**config.mk**
```make
export PLATFORM = sky130hd
export DESIGN_NAME = cwg_shutdown_steer
export DESIGN_NICKNAME = d
export VERILOG_FILES = /design/src/hw/cwg_pkg.sv /design/src/hw/cwg_shutdown_steer.sv /design/src/hw/deadband_delay.sv
export VERILOG_INCLUDE_DIRS = /design/src /design/src/hw
export SDC_FILE = /design/constraint.sdc
export NUM_CORES = 1
export LEC_CHECK = 0
export BUFFER_PORTS_ARGS = -buffer_cell sky130_fd_sc_hd__buf_2
export CAP_MARGIN = 20
export CORE_AREA = 2 2 124 126
export CTS_CLUSTER_SIZE = 20
export DETAILED_ROUTE_END_ITERATION = 8
export DIE_AREA = 0 0 126 128
export GPL_TIMING_DRIVEN = 0
export PLACE_DENSITY = 0.54
export SYNTH_ARGS = -nofsm -noshare
export SYNTH_HDL_FRONTEND = slang
export SYNTH_SLANG_ARGS = --single-unit
```
**constraint.sdc**
```tcl
create_clock -name clock -period 3 [get_ports clock]
set_clock_uncertainty 0.15 [all_clocks]
set_input_delay 0.3 -clock clock [delete_from_list [all_inputs] [get_ports clock]]
set_output_delay 0.3 -clock clock [all_outputs]
set_load 0.05 [all_outputs]
```
**src/hw/cwg_cfg.svh**
```systemverilog
// Offsets, field positions, reset values and override codes of the waveform block
`ifndef CWG_CFG_SVH
`define CWG_CFG_SVH
`define REG_RISE_DB      3'h0
`define REG_FALL_DB      3'h1
`define REG_SHUT_CTRL    3'h2
`define REG_SHUT_SRC     3'h3
`define REG_STEER        3'h4
`define REG_CORE_CTRL    3'h5
`define REG_STATUS       3'h6
`define BIT_SHUTDOWN     7
`define BIT_RESTART      6
`define FLD_BD_HI        5
`define FLD_BD_LO        4
`define FLD_AC_HI        3
`define FLD_AC_LO        2
`define BIT_EN           7
`define BIT_LOAD         6
`define RST_SHUT_CTRL    8'h14
`define RST_SRC          8'h00
`define RST_STEER        8'h00
`define RST_DB           6'h00
`define RST_CORE         8'h00
`define RST_RESTART      1'b0
`define RST_OVR          2'h1
`define SRC_ONES_MASK    8'h88
`define OVR_HIGH         2'h3
`define OVR_LOW          2'h2
`define OVR_FLOAT        2'h1
`define OVR_INACTIVE     2'h0
`endif

```
**src/hw/cwg_pkg.sv**
```systemverilog
// Types shared by the waveform block
package cwg_pkg;
  typedef logic [7:0] byte_t;
  typedef logic [5:0] db_t;
  typedef logic [2:0] addr_t;
  typedef enum logic [2:0] {
    mode_steer      = 3'h0,
    mode_sync_steer = 3'h1,
    mode_other      = 3'h2
  } mode_e;
  typedef enum logic [2:0] {
    st_idle  = 3'b001,
    st_count = 3'b010,
    st_done  = 3'b100
  } db_state_e;
endpackage : cwg_pkg

```
**src/hw/cwg_shutdown_steer.sv**
```systemverilog
// Dead band, auto-shutdown and output steering of a complementary waveform generator
// Functional notes
// - Rising dead band held in bits 5..0
// - Falling dead band held in bits 5..0
// - Hardware sets shutdown flag bit 7
// - Software may set flag while disabled
// - Outputs stay shut until next waveform rise
// - Bit 6 enables automatic restart
// - B/D override: 11 high, 10 low, 01 float
// - B/D code 00: inactive level after band
// - A/C override: 11 high, 10 low, 01 float
// - A/C code 00: inactive level after band
// - Timers 6,4,2 enabled by bits 6,5,4
// - Comparators 2,1 enabled by bits 2,1
// - Input pin enabled by bit 0
// - Source-select bits 7 and 3 read one
// - Steer enable picks waveform or data bit
// - Data bits 7..4, enables bits 3..0
// - Steering applies only in modes 00x
// - Mode 001 double-buffers steering enables
// - Shutdown sources are level sensitive
// - Auto restart clears flag when sources low
// - Software clear needs all enabled sources low
// - Mode 000 steering, 001 synchronous steering
`include "cwg_cfg.svh"
`timescale 1ns/1ps
`default_nettype none
module cwg_shutdown_steer (
  // Clock and reset
  input  wire logic           clock,
  input  wire logic           rst,
  // Register port
  input  wire cwg_pkg::addr_t reg_addr,
  input  wire cwg_pkg::byte_t reg_wdata,
  input  wire logic           reg_write,
  input  wire logic           reg_read,
  output cwg_pkg::byte_t      reg_rdata,
  // Waveform and shutdown sources
  input  wire logic           generated_waveform,
  input  wire logic           waveform_input_pin,
  input  wire logic           timer6_post,
  input  wire logic           timer4_post,
  input  wire logic           timer2_post,
  input  wire logic           comparator2_out,
  input  wire logic           comparator1_out,
  // Output polarity from the neighbouring register
  input  wire logic [3:0]     output_invert,
  // Output pins A..D in bits 0..3
  output logic [3:0]          out_level,
  output logic [3:0]          out_enable
);
  import cwg_pkg::*;

  // Pin synchronisers, three stages each
  logic [2:0] pin_sync;       // Input pin
  logic [2:0] t6_sync;        // Timer 6
  logic [2:0] t4_sync;        // Timer 4
  logic [2:0] t2_sync;        // Timer 2
  logic [2:0] c2_sync;        // Comparator 2
  logic [2:0] c1_sync;        // Comparator 1
  logic [2:0] wav_sync;       // Generated waveform
  logic [6:0] src_state;      // Debounced levels

  // Register fields
  db_t   rise_deadband_value;   // Rising band
  db_t   fall_deadband_value;   // Falling band
  logic  shutdown_flag;         // Status flag
  logic  restart_enable;        // Auto restart
  logic [1:0] override_level_b_d;
  logic [1:0] override_level_a_c;
  logic [6:0] src_enable;       // Bits 6..4, 2..0 packed as stored
  byte_t steer_reg;             // Data and enables
  logic [3:0] steer_active;     // Enables in effect
  logic  module_en;             // Neighbouring enable
  logic  load_req;              // Buffer load request
  logic [2:0] mode;             // Operating mode
  logic  holding;               // Outputs held after clear
  logic  wave_prev;             // Waveform last cycle

  // Each source levels settle when stages two and three agree
  always_ff @(posedge clock or posedge rst) begin
    if (rst) begin
      pin_sync <= 3'h0;
      t6_sync  <= 3'h0;
      t4_sync  <= 3'h0;
      t2_sync  <= 3'h0;
      c2_sync  <= 3'h0;
      c1_sync  <= 3'h0;
      wav_sync <= 3'h0;
    end else begin
      pin_sync <= {pin_sync[1:0], waveform_input_pin};
      t6_sync  <= {t6_sync[1:0], timer6_post};
      t4_sync  <= {t4_sync[1:0], timer4_post};
      t2_sync  <= {t2_sync[1:0], timer2_post};
      c2_sync  <= {c2_sync[1:0], comparator2_out};
      c1_sync  <= {c1_sync[1:0], comparator1_out};
      wav_sync <= {wav_sync[1:0], generated_waveform};
    end
  end

  // Agreement of stages two and three per source
  wire [6:0] agree_val = {wav_sync[2], t6_sync[2], t4_sync[2], t2_sync[2], c2_sync[2], c1_sync[2], pin_sync[2]};
  wire [6:0] agree_ok  = ~({wav_sync[2], t6_sync[2], t4_sync[2], t2_sync[2], c2_sync[2], c1_sync[2], pin_sync[2]} ^
                           {wav_sync[1], t6_sync[1], t4_sync[1], t2_sync[1], c2_sync[1], c1_sync[1], pin_sync[1]});

  // One flop per source takes the level once it is stable
  genvar gi;
  generate
    for (gi = 0; gi < 7; gi = gi + 1) begin : g_filter
      always_ff @(posedge clock or posedge rst) begin
        if (rst) begin
          src_state[gi] <= 1'b0;
        end else if (agree_ok[gi]) begin
          src_state[gi] <= agree_val[gi];
        end
      end
    end
  endgenerate

  // Level-sensitive shutdown request from enabled sources
  wire [5:0] src_levels = src_state[5:0];  // t6,t4,t2,c2,c1,pin
  wire shut_request = |(src_levels & src_enable[5:0]);
  wire wave_now     = src_state[6];
  wire wave_rise    = wave_now & ~wave_prev;

  // Register decode
  wire wr_rise  = reg_write && (reg_addr == `REG_RISE_DB);
  wire wr_fall  = reg_write && (reg_addr == `REG_FALL_DB);
  wire wr_shut  = reg_write && (reg_addr == `REG_SHUT_CTRL);
  wire wr_src   = reg_write && (reg_addr == `REG_SHUT_SRC);
  wire wr_steer = reg_write && (reg_addr == `REG_STEER);
  wire wr_core  = reg_write && (reg_addr == `REG_CORE_CTRL);

  // Software writes to the flag: set only while disabled, clear only when sources quiet
  wire sw_set   = wr_shut && reg_wdata[`BIT_SHUTDOWN] && !module_en;
  wire sw_clear = wr_shut && !reg_wdata[`BIT_SHUTDOWN] && !shut_request;
  wire auto_clr = restart_enable && !shut_request;
  // Hardware set wins over any clear in the same cycle
  wire next_shutdown_flag = shut_request | sw_set | (shutdown_flag & ~(sw_clear | auto_clr));

  // Mode decode
  wire steer_mode = (mode[2:1] == 2'b00);
  wire sync_mode  = (mode == mode_sync_steer);

  // Configuration registers
  always_ff @(posedge clock or posedge rst) begin
    if (rst) begin
      rise_deadband_value <= `RST_DB;
      fall_deadband_value <= `RST_DB;
      restart_enable      <= `RST_RESTART;
      override_level_b_d  <= `RST_OVR;
      override_level_a_c  <= `RST_OVR;
      src_enable          <= 7'h00;
      steer_reg           <= `RST_STEER;
      module_en           <= 1'b0;
      mode                <= 3'h0;
    end else begin
      if (wr_rise) rise_deadband_value <= reg_wdata[5:0];
      if (wr_fall) fall_deadband_value <= reg_wdata[5:0];
      if (wr_shut) begin
        restart_enable     <= reg_wdata[`BIT_RESTART];
        override_level_b_d <= reg_wdata[`FLD_BD_HI:`FLD_BD_LO];
        override_level_a_c <= reg_wdata[`FLD_AC_HI:`FLD_AC_LO];
      end
      if (wr_src) src_enable <= {1'b0, reg_wdata[6:4], reg_wdata[2:0]};
      if (wr_steer) steer_reg <= reg_wdata;
      if (wr_core) begin
        module_en <= reg_wdata[`BIT_EN];
        mode      <= reg_wdata[2:0];
      end
    end
  end

  // Shutdown flag, restart hold and buffered steering enables
  always_ff @(posedge clock or posedge rst) begin
    if (rst) begin
      shutdown_flag <= 1'b0;
      holding       <= 1'b0;
      wave_prev     <= 1'b0;
      load_req      <= 1'b0;
      steer_active  <= 4'h0;
    end else begin
      shutdown_flag <= next_shutdown_flag;
      wave_prev     <= wave_now;
      // Stay shut after the flag drops until the waveform rises
      if (next_shutdown_flag) holding <= 1'b1;
      else if (wave_rise) holding <= 1'b0;
      // Load request armed by software, only once enabled
      if (wr_core && reg_wdata[`BIT_LOAD] && module_en) load_req <= 1'b1;
      else if (wave_rise) load_req <= 1'b0;
      // Enables copy straight through unless synchronous steering
      if (!sync_mode) steer_active <= steer_reg[3:0];
      else if (wave_rise && load_req) steer_active <= steer_reg[3:0];
    end
  end

  // Dead-band shaping of the generated waveform
  logic db_wave;
  logic db_settled;
  deadband_delay u_delay (
    .clock      (clock),
    .rst        (rst),
    .wave_in    (wave_now),
    .rise_delay (rise_deadband_value),
    .fall_delay (fall_deadband_value),
    .wave_out   (db_wave),
    .settled    (db_settled)
  );

  // Per-output level selection
  logic [3:0] next_level;
  logic [3:0] next_enable;
  wire in_shutdown = shutdown_flag | holding;
  generate
    for (gi = 0; gi < 4; gi = gi + 1) begin : g_out
      wire [1:0] code   = ((gi % 2) == 1) ? override_level_b_d : override_level_a_c;
      wire       steered = steer_active[gi] ? (db_wave ^ output_invert[gi])
                                            : steer_reg[gi + 4];
      wire       normal  = steer_mode ? steered : (db_wave ^ output_invert[gi]);
      wire       inactive = output_invert[gi];  // Inactive level with polarity
      always_comb begin
        next_level[gi]  = normal;
        next_enable[gi] = module_en;
        if (in_shutdown) begin
          case (code)
            `OVR_HIGH:  next_level[gi] = 1'b1;
            `OVR_LOW:   next_level[gi] = 1'b0;
            `OVR_FLOAT: next_enable[gi] = 1'b0;
            default:    next_level[gi] = db_settled ? inactive : out_level[gi];
          endcase
        end
      end
    end
  endgenerate

  // Read mux, unmapped offsets read zero
  wire byte_t rd_shut  = {shutdown_flag, restart_enable, override_level_b_d, override_level_a_c, 2'b00};
  wire byte_t rd_src   = {1'b0, src_enable[5:3], 1'b0, src_enable[2:0]} | `SRC_ONES_MASK;
  wire byte_t rd_core  = {module_en, load_req, 3'b000, mode};
  wire byte_t rd_stat  = {1'b0, holding, 2'b00, src_state[6], 3'b000};
  wire byte_t rd_value = (reg_addr == `REG_RISE_DB)   ? {2'b00, rise_deadband_value} :
                         (reg_addr == `REG_FALL_DB)   ? {2'b00, fall_deadband_value} :
                         (reg_addr == `REG_SHUT_CTRL) ? rd_shut :
                         (reg_addr == `REG_SHUT_SRC)  ? rd_src :
                         (reg_addr == `REG_STEER)     ? steer_reg :
                         (reg_addr == `REG_CORE_CTRL) ? rd_core :
                         (reg_addr == `REG_STATUS)    ? rd_stat : 8'h00;

  // Registered outputs
  always_ff @(posedge clock or posedge rst) begin
    if (rst) begin
      reg_rdata  <= 8'h00;
      out_level  <= 4'h0;
      out_enable <= 4'h0;
    end else begin
      reg_rdata  <= reg_read ? rd_value : 8'h00;
      out_level  <= next_level;
      out_enable <= next_enable;
    end
  end
endmodule : cwg_shutdown_steer
`default_nettype wire

```
**src/hw/deadband_delay.sv**
```systemverilog
// Dead-band delay: output follows input after a programmable count of clock periods
`timescale 1ns/1ps
`default_nettype none
module deadband_delay (
  // Clock and reset
  input  wire logic        clock,
  input  wire logic        rst,
  // Waveform in, delays and delayed out
  input  wire logic        wave_in,
  input  wire cwg_pkg::db_t rise_delay,
  input  wire cwg_pkg::db_t fall_delay,
  output logic             wave_out,
  output logic             settled
);
  import cwg_pkg::*;
  db_state_e state;         // Delay sequencer state
  db_t       count;         // Cycles still to wait
  logic      target;        // Level being waited for
  wire       edge_seen = (wave_in != target);  // Input moved
  wire db_t  load_val  = wave_in ? rise_delay : fall_delay;
  // Count the rising or falling dead band, then pass the level
  always_ff @(posedge clock or posedge rst) begin
    if (rst) begin
      state    <= st_idle;
      count    <= 6'h00;
      target   <= 1'b0;
      wave_out <= 1'b0;
    end else begin
      case (state)
        st_idle, st_done: begin
          if (edge_seen) begin
            target <= wave_in;
            count  <= load_val;
            state  <= st_count;
          end
        end
        st_count: begin
          if (edge_seen) begin
            // Glitch shorter than the band restarts the wait
            target <= wave_in;
            count  <= load_val;
          end else if (count == 6'h00) begin
            wave_out <= target;
            state    <= st_done;
          end else begin
            count <= count - 6'h01;
          end
        end
        default: state <= st_idle;
      endcase
    end
  end
  // High once the output has caught up with the input
  assign settled = (state != st_count) && (wave_out == wave_in);
endmodule : deadband_delay
`default_nettype wire

```
==> run metrics, run 1 <==
crit path kind=reg2reg; startpoint types=register; yosys warns=0; Inst Count DP=594; clock buffer depth=2; average footprint of a synthesized cell=11.86 µm²; placed cell area=4802 µm²; all-layer global routing usage=12.84%; DRT iter0 DRCs=127; CTS sink cnt=96; half-perimeter wire length after placement=6925 µm; starting density of the core=29.21%; Clk pwr share=27.5%; share of layout cells above drive strength 1=27.91%; Crit Path Max Fanout=7; fin crit period=2.153 ns; Gate Count Post-Synth=366; Post-Synth Adder-Cell Area=3.055%; first-pass GRT wire length=15,990 µm; Final Setup Violations=0; arrival time of the worst setup path=2.24 ns; Max H-tree Level=3; overflow left after global routing=0; Layout area overhead=19.05%; sequential share of power=43.6%; Worst-Skew Late Latency=0.36 ns; DRC=0; CTS tree=built; # diodes=0; IO Port Bufs=39; Main synth FF type=dfrtp_1; drt pass-1 iters=4; Post-synth EDFFs=0; area share of and/or/nand/nor cells after synthesis=11.87%; Total Wirelength=9602 µm; largest family of logic cells by synthesized area=multiplexers; Slew Limit Fails=0; Max IR drop VDD=0.2464 mV; status=complete, no violations; Synth Area in XOR/XNOR=1.844%; chip height=128 µm; Post-CTS Setup Repair Bufs=0; CTS buffer count=9; PwrDens=787.8 nW/µm²; hold_ws=0.06349 ns; RSZ-0062 raised after global routing=no; Req. time, crit path=3.09 ns; register area share after synthesis=55.42%; Cell variety after synth=55; detail-routed via count per cell=4.788; I/O Pins=42; Async SR Flop Fraction=100.0%; Non-Filler Instances=618; largest net degree at the start of global routing=70; fmax=0.4645 GHz; Die ar.=16,130 µm²; Antenna Violating Nets Remaining=0; Final period util=71.76%; drt wl/cell=15.54 µm; FP Rows=45; Pwr Total=4072 µW; multi-input logic area=1802 µm²; final instance area=5169 µm²; Mapped Area=4342 µm²; final core utilization=34.77%; internal power=2654 µW; sequential cell area=2406 µm²; Core Area=14,860 µm²; net switching power=1418 µW; Critical Path End Type=register; Via Count=2,959; Reg clk slew, reported paths=0.07 ns; Synth Area in Compound Gates=11.07%; Pleak=0.002247 µW; Comb pwr share=28.9%; global placer's final weighted congestion=0.8684; slew margin rel.=42.18%; Max-cap violations=0; Sw Share=34.82%; FF+latch count, synth=96; fill count=1,498; Nets=456; Synth Net Count=397; Worst-Margin Slew=0.8601 ns; Chip Width=126 µm; final hold vios=0; multiplexer area fraction after synthesis=13.66%; initial antenna violation count=0; Hold/Removal Path Class=in2reg; number of global-route vias before repair=2,929; Root Buffer=clkbuf_16
stage by stage:
step                setup slack, ns  setup TNS, ns
CTS                          0.8552              0
global placement             -1.183        -109.83
floorplan                   0.04959              0
global route                 0.7625              0
finish                       0.8472              0
detailed placement           0.8650              0
layer usage:
metal	part of all wire (%)	up-vias	track usage (%)
li1	-	1434	-
met1	48	1447	17.64
met2	45	62	18.88
met3	4.3	16	3.756
met4	2.2	0	5.559
met5	0	-	0
cells in the final DEF (no fill, tap or decap), types with 7 or more instances in the layout:
cell,netlist,layout
nor2b_1,8,8
a22oi_1,7,7
dfrtp_1,93,93
mux2i_1,15,15
clkbuf_16,0,9
nor2_1,22,22
o21ai_0,19,19
nor3_1,8,8
inv_1,14,13
nand2_1,21,21
dlygate4sd3_1,0,8
mux2_2,38,38
a21oi_1,14,14
nand2b_1,7,7
buf_2,5,44
maj3_1,7,7
logic make-up after synthesis:
logic type,Yosys count
fa+ha+maj,12
xor+xnor,7
mux,54
flops,96
buf+inv,31
simple gates,93
compound gates,73
cell type report:
type	instances	area share (%)
Clock inverter	6	1.114
Sequential cell	96	46.55
Tap cell	188	4.551
Multi-Input combinational cell	239	34.86
Clock buffer	10	4.430
Buffer	15	1.428
Inverter	16	1.210
Timing Repair Buffer	48	5.858
worst max-delay path, cell delays in order (launching register included):
cell     delay (ns)
dfrtp_1        0.41
inv_1          0.09
ha_1           0.14
or4b_4         0.49
o21ai_2        0.26
nand3_4        0.18
mux2_4         0.32
cell usage after synthesis, drive strengths merged, types with 8 or more instances:
| cell | count | area share (%) |
|---|---|---|
| dfrtp | 93 | 54 |
| a21oi | 14 | 1.6 |
| o21ai | 20 | 2.4 |
| mux2 | 39 | 10 |
| nor3 | 8 | 0.92 |
| nor2b | 8 | 1.2 |
| inv | 16 | 1.4 |
| nand2 | 21 | 1.8 |
| buf | 10 | 1.3 |
| mux2i | 15 | 3.5 |
| nor2 | 24 | 2.3 |
power by group through the flow:
stage / clock [µW] / sequential (µW) / combinational [µW]
6_report: 1120 / 1770 / 1180
5_1_grt: 1210 / 1820 / 1300
4_1_cts: 1170 / 1780 / 1190
3_5_place_dp: 0 / 1800 / 1170
3_3_place_gp: 0 / 1790 / 1150
2_1_floorplan: 0 / 1880 / 792
final timing paths:
path                                    end              from  slack, ns  depth (start not counted)
max                        u_delay.count[0]  u_delay.count[0]       0.85                          6
min                          restart_enable      reg_wdata[6]       0.06                          3
max reg2reg                u_delay.count[0]  u_delay.count[0]       0.85                          6
min reg2reg                      t6_sync[1]        t6_sync[0]       0.20                          0
max in group asynchronous  g_out[0].code[0]               rst       1.67                          4
min in group asynchronous       wav_sync[0]               rst       0.33                          3
timing repair:
item                                   4_1_cts  5_1_grt
hold buffers                                 8        0
endpoints found under the hold margin       34        0
resized for setup                            0        0
Power figures use the tool's default switching activity.
==> inputs of run 2 (changes only) <==
--- a/config.mk
+++ b/config.mk
@@ -6,12 +6,13 @@
 export SDC_FILE = /design/constraint.sdc
 export NUM_CORES = 1
 export LEC_CHECK = 0
+export ABC_AREA = 1
 export BUFFER_PORTS_ARGS = -buffer_cell sky130_fd_sc_hd__buf_2
 export CAP_MARGIN = 20
-export CORE_AREA = 2 2 124 126
+export CORE_AREA = 2 2 122 124
 export CTS_CLUSTER_SIZE = 20
 export DETAILED_ROUTE_END_ITERATION = 8
-export DIE_AREA = 0 0 126 128
+export DIE_AREA = 0 0 124 126
 export GPL_TIMING_DRIVEN = 0
 export PLACE_DENSITY = 0.54
 export SYNTH_ARGS = -nofsm -noshare
==> constraint.sdc (replaced) <==
create_clock -name clock -period 1.89 [get_ports clock]
set_clock_uncertainty 0.15 [all_clocks]
set_input_delay 0.189 -clock clock [delete_from_list [all_inputs] [get_ports clock]]
set_output_delay 0.189 -clock clock [all_outputs]
set_load 0.05 [all_outputs]
==> run metrics, run 2 <==
Nets=566; CTS sink cnt=96; initial antenna violation count=1; Worst-Margin Slew=0.6226 ns; drt wl/cell=13.79 µm; CTS buffer count=9; Final period util=91.61%; final hold vios=0; PwrDens=1230 nW/µm²; detail-routed via count per cell=4.588; status=complete, no violations; Die ar.=15,620 µm²; starting density of the core=29.61%; Max H-tree Level=3; Final Setup Violations=0; average footprint of a synthesized cell=8.997 µm²; Critical Path End Type=register; crit path kind=reg2reg; Mapped Area=4238 µm²; leading cell type in the layout, fill and taps excluded=nand2_1; Chip Width=124 µm; placed cell area=4717 µm²; Antenna Violating Nets Remaining=0; all-layer global routing usage=14.05%; FP Rows=44; Crit Path Max Fanout=10; chip height=126 µm; FF+latch count, synth=96; Cell variety after synth=35; final instance area=5115 µm²; fill count=1,496; Hold/Removal Path Class=in2reg; slew margin rel.=58.41%; clock buffer depth=2; startpoint types=register; largest area contributor in the netlist=dfrtp_1; global placer's final weighted congestion=0.8592; Reg clk slew, reported paths=0.07 ns; Post-synth EDFFs=0; Gate Count Post-Synth=471; Root Buffer=clkbuf_16; Worst-Skew Late Latency=0.35 ns; share of layout cells above drive strength 1=17.04%; yosys warns=0; half-perimeter wire length after placement=7337 µm; DRT iter0 DRCs=191; IO Port Bufs=41; fmax=0.5776 GHz; Total Wirelength=9996 µm; CTS tree=built; Max-cap violations=0; RSZ-0062 raised after global routing=no; Core Area=14,310 µm²; Max IR drop VDD=0.6742 mV; Pleak=0.002513 µW; share of the synthesized area in the top cell type=54.92%; most common cell in the netlist=nand2_1; Layout area overhead=20.70%; Slew Limit Fails=0; Req. time, crit path=1.97 ns; fin crit period=1.731 ns; Total Negative Setup Slacks=0 ns; I/O Pins=42; Via Count=3,326; number of global-route vias before repair=3,314; drt pass-1 iters=4; first-pass GRT wire length=16,670 µm; multi-input logic area=1602 µm²; overflow left after global routing=0; Synth Net Count=502; sequential cell area=2406 µm²; arrival time of the worst setup path=1.81 ns; Post-CTS Setup Repair Bufs=0; Post-synth top cells=nand2_1, dfrtp_1, o21ai_0; DRC=0; Synth area leaders=dfrtp_1, nand2_1, o21ai_0; largest net degree at the start of global routing=42; register area share after synthesis=56.78%; Main synth FF type=dfrtp_1; most frequent cells in the layout=nand2_1, dfrtp_1, o21ai_0; Async SR Flop Fraction=100.0%
[run 2: cell count changes after synthesis, sizes merged, moves of 12 or more]
cell	delta
mux2	-39
nand2	+134
mux2i	-12
nand3	+18
o21ai	+53
inv	+32
[run 2: worst paths after layout]
path                                  start          endpoint  slack (ns)  depth (start not counted)
max reg2reg                u_delay.state[0]  u_delay.count[1]        0.16                          9
max in group asynchronous               rst  u_delay.state[0]        0.38                          5
min reg2reg                     wav_sync[0]       wav_sync[1]        0.20                          0
max                        u_delay.state[0]  u_delay.count[1]        0.16                          9
min in group asynchronous               rst     src_levels[2]        0.31                          3
min                            reg_wdata[7]     shutdown_flag        0.02                          3
[run 2: per-layer routing]
metal	global-route usage (%)	wire [µm]	vias up
li1	-	-	1657
met1	19.17	4834	1592
met2	20.98	4478	71
met3	5.661	587	6
met4	3.239	94	0
met5	0	0	-
[run 2: per-stage QoR]
stage | worst slack [ns] | utilization (%) | power (µW) | instances | hold slack [ns]
global route | 0.01554 | 35.72 | 6774 | 724 | 0.04249
detailed placement | 0.1169 | 32.95 | 4539 | 698 | 0.1485
global placement | -0.2530 | 32.67 | 4484 | 696 | 0.1467
CTS | 0.1119 | 35.66 | 6342 | 724 | 0.007478
floorplan | 0.3289 | - | 4062 | 471 | 0.07043
finish | 0.1586 | 35.73 | 6293 | 725 | 0.01675
[run 2: logic make-up after synthesis]
group,share of synthesized area (%)
AOI/OAI and AO/OA,12.43
DFF,56.78
buffers and inverters,5.609
muxes,0.7086
adders and majority gates,3.130
xor gates and xnor gates,1.033
and+or+nand+nor,20.31
[run 2: timing repair]
item                                    in CTS  in global routing
hold buffers                                10                  0
endpoints found under the setup margin       0                  5
resized for setup                            0                  1
endpoints found under the hold margin       38                  0
[run 2: final cells by class]
| cell class | instances | area share [%] |
|---|---|---|
| inverters | 48 | 3.596 |
| repair buffers | 53 | 6.751 |
| multi-input cells | 318 | 31.31 |
| clock buffers | 14 | 5.357 |
| plain buffers | 9 | 1.125 |
| well taps | 184 | 4.501 |
| clock inverters | 2 | 0.2691 |
| flip-flops and latches | 96 | 47.04 |
| diodes | 1 | 0.04892 |
[run 2: where the power goes]
group	total [µW]	internal (µW)	switching (µW)
logic	1830	597	1230
registers	2710	2450	261
clock network	1750	1000	752
total	6290	4050	2250
[run 2: critical path, cell delays in order (launching register included)]
cell	delay (ns)
dfstp_2	0.55
nor2_2	0.05
nand2_1	0.13
inv_1	0.08
nand2_2	0.13
inv_2	0.12
nand2_2	0.12
nand3_2	0.13
nand2_1	0.08
o21ai_0	0.07
